$ cat src/rocof_pkg.sv
// Shared constants, register map and carrier types of the df/dt element.
package rocof_pkg;

    // Clock and time base.
    localparam int CLK_PERIOD_NS = 50;
    localparam longint CLK_HZ = 64'd1000000000 / CLK_PERIOD_NS;
    localparam int MS_NS = 1000000;
    localparam int TICK_CYCLES = MS_NS / CLK_PERIOD_NS;

    // Register byte offsets.
    localparam logic [7:0] CTRL_OFS = 8'h00;
    localparam logic [7:0] THRESH_OFS = 8'h04;
    localparam logic [7:0] DELAY_OFS = 8'h08;
    localparam logic [7:0] STATUS_OFS = 8'h0c;
    localparam logic [7:0] INT_STAT_OFS = 8'h10;
    localparam logic [7:0] INT_MASK_OFS = 8'h14;
    localparam logic [7:0] FREQ_OFS = 8'h18;

    // Control field positions.
    localparam int CTRL_OPERATE_BIT = 0;
    localparam int CTRL_START_ONLY_BIT = 1;

    // Status field positions.
    localparam int ST_START_BIT = 0;
    localparam int ST_TRIP_BIT = 1;
    localparam int ST_CMP_BIT = 2;
    localparam int ST_FREQ_OK_BIT = 3;
    localparam int ST_VOLT_OK_BIT = 4;

    // Interrupt status and mask field positions.
    localparam int EV_START_ON_BIT = 0;
    localparam int EV_START_OFF_BIT = 1;
    localparam int EV_TRIP_ON_BIT = 2;
    localparam int EV_TRIP_OFF_BIT = 3;
    localparam int EV_BITS = 4;

    // Setting widths, ranges and reset values.
    localparam int THR_W = 11;
    localparam int DELAY_W = 14;
    localparam logic signed [THR_W-1:0] THR_MIN = -11'sd500;
    localparam logic signed [THR_W-1:0] THR_MAX = 11'sd500;
    localparam logic signed [THR_W-1:0] THR_RESET = 11'sd50;
    localparam logic [DELAY_W-1:0] DELAY_MIN_MS = 14'd200;
    localparam logic [DELAY_W-1:0] DELAY_MAX_MS = 14'd10000;
    localparam logic [DELAY_W-1:0] DELAY_RESET_MS = 14'd200;
    localparam logic OPERATE_RESET = 1'b0;
    localparam logic START_ONLY_RESET = 1'b0;
    localparam logic [EV_BITS-1:0] INT_MASK_RESET = 4'h0;

    // Comparator filter time and drop-off ratios in thousandths.
    localparam logic [DELAY_W-1:0] FILTER_MS = 14'd100;
    localparam logic [9:0] RATIO_PICK = 10'd1000;
    localparam logic [9:0] RATIO_HIGH = 10'd920;
    localparam logic [9:0] RATIO_LOW = 10'd999;
    localparam logic [THR_W-1:0] RATIO_KNEE = 11'd50;
    localparam longint SLOPE_SCALE = CLK_HZ * 100;

    // Measurement history and qualification.
    localparam int HIST_DEPTH = 5;
    localparam logic [2:0] QUAL_COUNT = 3'd4;
    localparam int FREQ_W = 17;
    localparam int VOLT_W = 16;
    localparam logic [VOLT_W-1:0] UN_CODE = 16'h4000;
    localparam logic [VOLT_W-1:0] VOLT_MIN = (UN_CODE + 16'h0009) / 16'h000a;

    // One frequency measurement from the zero-crossing front end.
    typedef struct packed {
        logic strobe;
        logic valid;
        logic [FREQ_W-1:0] freq;
        logic [VOLT_W-1:0] volt;
    } meas_t;

    // Qualified frequency handed to the slope logic.
    typedef struct packed {
        logic strobe;
        logic ok;
        logic [FREQ_W-1:0] freq;
    } acc_t;

    // Change events of the general start and trip outputs.
    typedef struct packed {
        logic start_evt;
        logic start_val;
        logic trip_evt;
        logic trip_val;
    } event_t;

endpackage : rocof_pkg

$ cat src/freq_qualifier.sv
// Frequency acceptance filter: consecutive valid and invalid counting.
`timescale 1ns/100ps
module freq_qualifier (
    input wire logic pclk,
    input wire logic presetn,
    input wire rocof_pkg::meas_t meas,
    output rocof_pkg::acc_t acc
);
    import rocof_pkg::*;

    typedef struct packed {
        logic [2:0] good_cnt;
        logic [2:0] bad_cnt;
        acc_t acc;
    } qual_state_t;

    qual_state_t state;
    qual_state_t next_state;

    // A lone good or bad reading never changes the accepted value.
    always_comb begin
        next_state = state;
        next_state.acc.strobe = 1'b0;
        if (meas.strobe) begin
            next_state.acc.strobe = 1'b1;
            if (meas.valid) begin
                next_state.bad_cnt = 3'd0;
                if (state.good_cnt < QUAL_COUNT) begin
                    next_state.good_cnt = state.good_cnt + 3'd1;
                end
                if (next_state.good_cnt >= QUAL_COUNT) begin // RL15
                    next_state.acc.ok = 1'b1;
                    next_state.acc.freq = meas.freq;
                end
            end else begin
                next_state.good_cnt = 3'd0;
                if (state.bad_cnt < QUAL_COUNT) begin
                    next_state.bad_cnt = state.bad_cnt + 3'd1;
                end
                if (next_state.bad_cnt >= QUAL_COUNT) begin // RL15
                    next_state.acc.ok = 1'b0;
                    next_state.acc.freq = '0;
                end
            end
        end
    end

    // State register.
    always_ff @(posedge pclk or negedge presetn) begin
        if (!presetn) begin
            state <= '0;
        end else begin
            state <= next_state;
        end
    end

    assign acc = state.acc;

endmodule : freq_qualifier

$ cat src/rocof_protection_logic.sv
// Rate-of-change-of-frequency protection element with APB settings.
`timescale 1ns/100ps

// Function
// RL1: Operate setting, off by default; off keeps start and trip low.
// RL2: Start-only setting, default false; when true trip never asserts.
// RL3: Signed threshold -5.00..5.00 Hz/s in 0.01 steps, default 0.50.
// RL4: Trip delay 200..10000 ms in 1 ms steps, default 200 ms.
// RL5: Delay runs from first fault appearance, not from start.
// RL6: Outside logic drives one blocking input that drops start and trip.
// RL7: Start asserts while slope passes threshold, enabled and unblocked.
// RL8: Trip asserts after fault persists for delay, unless start-only.
// RL9: Each start or trip change emits an on or off event.
// RL10: No operation below one tenth of rated voltage.
// RL11: Drop-off at 0.92 of setting above 0.5 Hz/s, else 0.999.
// RL12: Voltage source chosen by configuration, not at run time.
// RL13: Slope is present frequency minus frequency five periods earlier.
// RL14: Comparator result must hold 100 ms before start may rise.
// RL15: Frequency accepted after four valid readings, zeroed after four bad.
// RL16: Positive threshold picks up above it, negative below it.
// RL17: Reset clears timer and deasserts start and trip.
module rocof_protection_logic #(
    parameter bit USE_LINE_VOLT = 1'b0,
    parameter int TICK_LEN = rocof_pkg::TICK_CYCLES
) (
    input wire logic pclk,
    input wire logic presetn,
    input wire logic psel,
    input wire logic penable,
    input wire logic pwrite,
    input wire logic [7:0] paddr,
    input wire logic [31:0] pwdata,
    output logic [31:0] prdata,
    output logic pready,
    output logic pslverr,
    input wire rocof_pkg::meas_t meas_phase,
    input wire rocof_pkg::meas_t meas_line,
    input wire logic block_in,
    output logic general_start_out,
    output logic general_trip_out,
    output rocof_pkg::event_t events,
    output logic irq
);
    import rocof_pkg::*;

    typedef struct packed {
        logic operate;
        logic start_only;
        logic signed [THR_W-1:0] thr;
        logic [DELAY_W-1:0] delay;
        logic [EV_BITS-1:0] int_stat;
        logic [EV_BITS-1:0] int_mask;
        logic [31:0] prdata;
        logic [HIST_DEPTH-1:0][FREQ_W-1:0] hist_freq;
        logic [HIST_DEPTH-1:0][31:0] hist_ts;
        logic [2:0] hist_cnt;
        logic [31:0] ts;
        logic cmp_flag;
        logic [23:0] tick_cnt;
        logic [DELAY_W-1:0] fault_ms;
        logic start;
        logic trip;
        event_t evt;
    } main_state_t;

    main_state_t state;
    main_state_t next_state;
    meas_t meas_sel;
    acc_t acc;
    logic volt_ok;
    logic fault;
    logic wr_en;
    logic rd_setup;
    logic addr_hit;
    logic [31:0] rd_word;
    logic signed [THR_W-1:0] wr_thr;
    logic [DELAY_W-1:0] wr_delay;
    logic [9:0] ratio;
    logic [THR_W-1:0] thr_abs;
    logic signed [63:0] df;
    logic signed [63:0] dt;
    logic signed [63:0] lhs;
    logic signed [63:0] rhs;
    logic pass;
    logic [EV_BITS-1:0] ev_set;
    logic [23:0] tick_last;

    // The source is a build-time choice so no mux glitch can ever
    // disturb the frequency history while the element runs.
    assign meas_sel = USE_LINE_VOLT ? meas_line : meas_phase; // RL12

    freq_qualifier u_qual (
        .pclk(pclk),
        .presetn(presetn),
        .meas(meas_sel),
        .acc(acc)
    );

    // Voltage supervision against the rated level.
    assign volt_ok = (meas_sel.volt >= VOLT_MIN); // RL10

    // The bus answers at once, so only a bad address raises an error.
    assign pready = 1'b1;
    assign wr_en = psel && penable && pwrite;
    assign rd_setup = psel && !penable && !pwrite;
    always_comb begin
        case (paddr)
            CTRL_OFS, THRESH_OFS, DELAY_OFS, STATUS_OFS,
            INT_STAT_OFS, INT_MASK_OFS, FREQ_OFS: addr_hit = 1'b1;
            default: addr_hit = 1'b0;
        endcase
    end
    assign pslverr = psel && penable && !addr_hit;

    // Out-of-range settings are clamped rather than refused, so the
    // element always holds a legal value after any write.
    always_comb begin
        wr_thr = pwdata[THR_W-1:0];
        if ($signed(pwdata) < $signed(32'(THR_MIN))) begin // RL3
            wr_thr = THR_MIN;
        end else if ($signed(pwdata) > $signed(32'(THR_MAX))) begin // RL3
            wr_thr = THR_MAX;
        end
        wr_delay = pwdata[DELAY_W-1:0];
        if (pwdata < 32'(DELAY_MIN_MS)) begin // RL4
            wr_delay = DELAY_MIN_MS;
        end else if (pwdata > 32'(DELAY_MAX_MS)) begin // RL4
            wr_delay = DELAY_MAX_MS;
        end
    end

    // Read multiplexer; the word is captured in the setup phase.
    always_comb begin
        rd_word = 32'h0000_0000;
        case (paddr)
            CTRL_OFS: begin
                rd_word[CTRL_OPERATE_BIT] = state.operate;
                rd_word[CTRL_START_ONLY_BIT] = state.start_only;
            end
            THRESH_OFS: rd_word = 32'(state.thr);
            DELAY_OFS: rd_word = 32'(state.delay);
            STATUS_OFS: begin
                rd_word[ST_START_BIT] = state.start;
                rd_word[ST_TRIP_BIT] = state.trip;
                rd_word[ST_CMP_BIT] = state.cmp_flag;
                rd_word[ST_FREQ_OK_BIT] = acc.ok;
                rd_word[ST_VOLT_OK_BIT] = volt_ok;
            end
            INT_STAT_OFS: rd_word = 32'(state.int_stat);
            INT_MASK_OFS: rd_word = 32'(state.int_mask);
            FREQ_OFS: rd_word = 32'(acc.freq);
            default: rd_word = 32'h0000_0000;
        endcase
    end

    // Slope comparison without division: df * f_clk * 100 is set against
    // threshold * ratio * elapsed cycles over the same five periods.
    always_comb begin
        thr_abs = state.thr[THR_W-1] ? 11'(-state.thr) : 11'(state.thr);
        if (!state.cmp_flag) begin
            ratio = RATIO_PICK;
        end else if (thr_abs > RATIO_KNEE) begin // RL11
            ratio = RATIO_HIGH;
        end else begin
            ratio = RATIO_LOW; // RL11
        end
        df = $signed({47'd0, acc.freq})
            - $signed({47'd0, state.hist_freq[HIST_DEPTH-1]}); // RL13
        dt = $signed({32'd0, state.ts - state.hist_ts[HIST_DEPTH-1]});
        lhs = df * SLOPE_SCALE;
        rhs = 64'(state.thr) * $signed({54'd0, ratio}) * dt;
        if (state.thr[THR_W-1]) begin
            pass = lhs < rhs; // RL16
        end else begin
            pass = lhs > rhs; // RL16
        end
    end

    // The fault condition that starts the delay timer.
    assign fault = state.operate && !block_in && volt_ok && acc.ok
        && state.cmp_flag; // RL1 RL6 RL10
    assign tick_last = 24'(TICK_LEN - 1);

    // Next-state logic for settings, history, timer and outputs.
    always_comb begin
        next_state = state;
        next_state.ts = state.ts + 32'd1;

        // Register writes.
        if (wr_en) begin
            case (paddr)
                CTRL_OFS: begin
                    next_state.operate = pwdata[CTRL_OPERATE_BIT]; // RL1
                    next_state.start_only = pwdata[CTRL_START_ONLY_BIT];
                end
                THRESH_OFS: next_state.thr = wr_thr; // RL3
                DELAY_OFS: next_state.delay = wr_delay; // RL4
                INT_MASK_OFS: next_state.int_mask = pwdata[EV_BITS-1:0];
                default: next_state.operate = state.operate;
            endcase
        end
        if (rd_setup) begin
            next_state.prdata = rd_word;
        end

        // Frequency history, shifted at every accepted reading with voltage present, restarted otherwise.
        if (acc.strobe) begin
            if (!acc.ok || !volt_ok) begin
                next_state.hist_cnt = 3'd0;
                next_state.cmp_flag = 1'b0; // RL10
            end else begin
                if (state.hist_cnt == 3'(HIST_DEPTH)) begin
                    next_state.cmp_flag = pass; // RL13
                end else begin
                    next_state.hist_cnt = state.hist_cnt + 3'd1;
                end
                for (int i = HIST_DEPTH - 1; i > 0; i--) begin
                    next_state.hist_freq[i] = state.hist_freq[i-1];
                    next_state.hist_ts[i] = state.hist_ts[i-1];
                end
                next_state.hist_freq[0] = acc.freq;
                next_state.hist_ts[0] = state.ts;
            end
        end

        // Millisecond timer restarts on each fresh fault, so delay and
        // filter both count from the moment the fault appears.
        if (!fault) begin
            next_state.tick_cnt = 24'd0;
            next_state.fault_ms = '0; // RL5
        end else if (state.tick_cnt >= tick_last) begin
            next_state.tick_cnt = 24'd0;
            if (state.fault_ms != {DELAY_W{1'b1}}) begin
                next_state.fault_ms = state.fault_ms + 14'd1; // RL5
            end
        end else begin
            next_state.tick_cnt = state.tick_cnt + 24'd1;
        end

        // Start after the comparator filter, trip after the set delay.
        next_state.start = fault && (state.fault_ms >= FILTER_MS); // RL7 RL14
        next_state.trip = fault && !state.start_only
            && (state.fault_ms >= state.delay); // RL2 RL8

        // Change events, one-cycle pulses carrying the new value.
        next_state.evt.start_evt = next_state.start != state.start; // RL9
        next_state.evt.start_val = next_state.start;
        next_state.evt.trip_evt = next_state.trip != state.trip; // RL9
        next_state.evt.trip_val = next_state.trip;

        // Sticky event bits, taken inside this process to avoid a loop.
        ev_set = '0;
        ev_set[EV_START_ON_BIT] = next_state.start && !state.start;
        ev_set[EV_START_OFF_BIT] = !next_state.start && state.start;
        ev_set[EV_TRIP_ON_BIT] = next_state.trip && !state.trip;
        ev_set[EV_TRIP_OFF_BIT] = !next_state.trip && state.trip;

        // Write-one-to-clear, but a new event wins over the clear.
        if (wr_en && paddr == INT_STAT_OFS) begin
            next_state.int_stat = state.int_stat & ~pwdata[EV_BITS-1:0];
        end
        next_state.int_stat = next_state.int_stat | ev_set;
    end

    // State register; all settings return to their defaults.
    always_ff @(posedge pclk or negedge presetn) begin
        if (!presetn) begin
            state <= '0; // RL17
            state.operate <= OPERATE_RESET;
            state.start_only <= START_ONLY_RESET;
            state.thr <= THR_RESET;
            state.delay <= DELAY_RESET_MS;
            state.int_mask <= INT_MASK_RESET;
        end else begin
            state <= next_state;
        end
    end

    // Outputs straight from the state register.
    assign prdata = state.prdata;
    assign general_start_out = state.start;
    assign general_trip_out = state.trip;
    assign events = state.evt;
    assign irq = |(state.int_stat & state.int_mask);

endmodule : rocof_protection_logic

$ cat config.mk
export PLATFORM = sky130hd
export DESIGN_NAME = rocof_protection_logic
export DESIGN_NICKNAME = d
export VERILOG_FILES = /design/src/rocof_pkg.sv /design/src/freq_qualifier.sv /design/src/rocof_protection_logic.sv
export SDC_FILE = /design/constraint.sdc
export NUM_CORES = 2
export LEC_CHECK = 0
export BUFFER_PORTS_ARGS = -buffer_cell sky130_fd_sc_hd__buf_4
export CORE_MARGIN = 2
export CORE_UTILIZATION = 59
export DETAILED_ROUTE_END_ITERATION = 8
export HOLD_SLACK_MARGIN = 0.08
export PLACE_DENSITY = 0.81
export SLEW_MARGIN = 20
export SYNTH_ARGS = -nofsm -noshare
export SYNTH_HDL_FRONTEND = slang
export SYNTH_SLANG_ARGS = --single-unit
$ cat constraint.sdc
create_clock -name pclk -period 14.2 [get_ports pclk]
set_clock_uncertainty 0.05 [all_clocks]
set_input_delay 2.84 -clock pclk [delete_from_list [all_inputs] [get_ports pclk]]
set_output_delay 2.84 -clock pclk [all_outputs]
set_load 0.05 [all_outputs]
==> implementation parameters <==
Parameter                              Value

Yosys
  Post-synth top area cell ... fa_1
  Average instance area after synthesis ... ~9.7 um2
  Synthesized instance count ... between 5000 and 6000
  Synth Register Bits ... 401
  Distinct cell type count of the synthesized netlist ... 85
  Sequential area share after synthesis ... 0.1859
  Commonest register cell after synthesis ... dfrtp_1
  Area share of the largest cell type after synthesis ... 0.3114
  Post-synth design cell area ... between 50000 and 60000 um2
  Post-synthesis async set-or-reset flop share ... 1.000
  EDFF count, synth ... 0
  Cell types with the largest area share after synthesis ... fa_1 31%, dfrtp_1 18%, ha_1 13%
  Synth warn ... 0

Clocking
  Clock buffer depth ... 3
  Hold-fix buffer count after cts ... 0
  Clock-pin slew of the registers on the worst-case setup and hold paths ... about 60 ps
  CTS HTree Levels ... 2
  Clock Root Buffer ... clkbuf_16
  CTS tree ... built
  Number of buffers added by the clock tree synthesis step ... 41
  Later-pin clock latency in the skew report ... about 570 ps
  # clock sinks ... 401

GRT
  Largest net degree at the start of global routing ... about 170
  Wire length of the first global-routing pass ... ~220000 um
  Total global routing overflow ... 0
  All-Layer GR Usage ... 0.2869
  Initial antenna violation count ... 1
  Vias in the first global route ... 43590

Cells and area
  Final Net Count ... about 7400
  Most frequent standard cell in the layout excluding fill and tap cells ... inv_1
  Commonest non-fill, non-tap cells in the layout ... 1110 x inv_1, 834 x fa_1, 673 x nand2_1
  Area delta synth->final ... 12.36%
  Fraction of final layout cells sized beyond drive strength 1 ... 0.1678

Setup path
  Number of buffers and inverters on the critical path ... 14
  Critical path origin ... state[383]
  Delay of the slowest cell on the worst path ... ~590 ps
  WS Path Type ... reg2reg
  Most used cell along the critical path ... fa_1
  Worst R2R Start ... state[383]
  Critical-path top delay cell ... fa_2
  CP Capture Type ... register
  Critical-path maximum fanout ... 19
  Startpoint Class ... register
  Category of cells accounting for the largest share of critical-path delay ... adder cells
  Crit path DAT ... 15720 ps
  Critical Path RT ... 14610 ps

Min path
  Min-delay src ... state[20]
  Worst min path class ... reg2reg

Timing
  Setup repair after global routing missed its margin ... true
  Setup TNS Final ... -1110 ps
  Final-report setup violation count ... 1
  Hold violation total from the final report ... 0
  Max Clk Rate ... 65.32 MHz
  Final Cycle Share ... 1.078
  Max-slew violation total from the final report ... 0
  Normalized max-slew margin ... 0.2446
  Shortest clock period the worst path allows after layout ... around 15000 ps
  Slack of the critical path ... -1110 ps
  Worst slew pin tran ... ~1100 ps

Placed design
  Final RePlAce weighted congestion ... roughly 0.96
  Placed wire-length estimate ... roughly 110000 um
  Quantity of I/O buffers inserted on ports ... 120

Routing
  Via-per-instance ratio ... about 5.7
  Via count ... 40330
  Remaining antenna violation count ... 0
  Detailed Routing Iterations Pass 1 ... 9
  Final wirelength ... between 100000 and 150000 um
  DRC violation count after routing ... 0
  Post-DR wirelength/cell ... about 18 um
  DRC marker count from the first detailed-route iteration ... 2928

Floorplanning
  Starting utilization of the core area ... 0.5972
  Height of the chip ... between 300 and 400 um
  Number of top-level pins ... about 160
  Number of rows in the core area ... 110
  Overall die area ... ~94000 um2
  Overall die width ... slightly above 300 um
  Core Box Area ... about 90000 um2

Outcome
  Violations in the final reports ... negative setup slack
  Run status ... finished with violations

Run
  Number of violations of the max-capacitance limit ... 0
[path summary, 6_finish.rpt]
path,end,slack (ps),depth (start not counted)
min,state[20],430,1
max reg2reg,state[44],-1110,64
min in group asynchronous,state[132],2340,1
max,state[44],-1110,64
max in group asynchronous,state[307],9460,3
min reg2reg,state[20],430,1
[logic make-up (layout without fill, tap and decap cells)]
kind of cell | Yosys count | after routing | share of synthesized area
buffers and inverters | 1345 | 1725 | 0.09791
AND/OR/NAND/NOR | 1341 | 1341 | 0.1132
other | 2 | 13 | 0.0001391
flip-flops | 401 | 401 | 0.1859
AO/OA/AOI/OAI | 614 | 614 | 0.07562
adder cells (fa/ha/maj) | 1397 | 1397 | 0.4404
multiplexers | 251 | 251 | 0.05222
XOR/XNOR | 210 | 210 | 0.03459
[layer usage]
metal | up-vias | global-route usage | wire, um
met5 | - | 0 | 0
met4 | 0 | 0.1277 | 6413
met3 | 421 | 0.04962 | 9637
met2 | 1481 | 0.4789 | 62760
met1 | 20250 | 0.3690 | 51410
li1 | 18180 | - | -
[synthesized netlist by cell type, types with 7 or more instances]
library cell  instances
nor3_1               41
a21oi_1             143
clkbuf_1            145
inv_1              1119
or2_2                20
a21o_1               88
o31ai_1               7
dfrtp_1             395
and2_1              102
buf_2                23
a31oi_1              22
o21a_1               23
xor2_1               84
nor2_1              213
a221oi_1             12
mux2_2              246
o21bai_1             30
nand3_1              55
fa_1                840
nor4_1               18
nand2b_1             46
and3_1               40
a22oi_1              12
nand4_1              38
a22o_1               22
xnor2_1             123
buf_4                54
a211oi_1             15
nand2_1             680
or3_1                14
o211ai_1             17
ha_1                557
o21ai_0             139
a222oi_1             11
nor2b_1              42
and4_1                7
[state kept, by name (all words and copies together) (netlist names)]
signal        count
prdata           18
events            4
u_qual.state      6
state           354
u_qual.acc       19
[per-stage QoR]
| stage | cells | hold slack [ps] | instance area (um2) | setup WS, ps | util |
|---|---|---|---|---|---|
| after floorplan | 5569 | 396.0 | 54330 | -83.85 | - |
| final | 7128 | 426.7 | 60680 | -1110 | 0.6711 |
| after CTS | 7123 | 426.5 | 60570 | -1034 | 0.6699 |
| after global routing | 7125 | 457.0 | 60670 | -1720 | 0.6710 |
| after global placement | 7044 | 410.3 | 59040 | -1052 | 0.6530 |
| after detailed placement | 7044 | 418.9 | 59050 | -1461 | 0.6531 |
[cell type report]
cell class                 instances  area, um2
multi-input combinational       3823      39390
fill                            6643      29740
sequential                       401      10050
timing repair buffer             534       4228
inverter                        1120       4215
tap                             1176       1471
clock buffer                      57       1167
clock inverter                    14      151.4
antenna                            3      7.507
[repair_timing]
item                                    in CTS  in global routing
endpoints found under the setup margin       1                  1
gates resized for setup                     33                 15
pin swaps                                   34                 10
buffers inserted                             8                  2
Power is not shown: default switching activity piles up to over one toggle a cycle in this logic, so the estimate is an artifact.
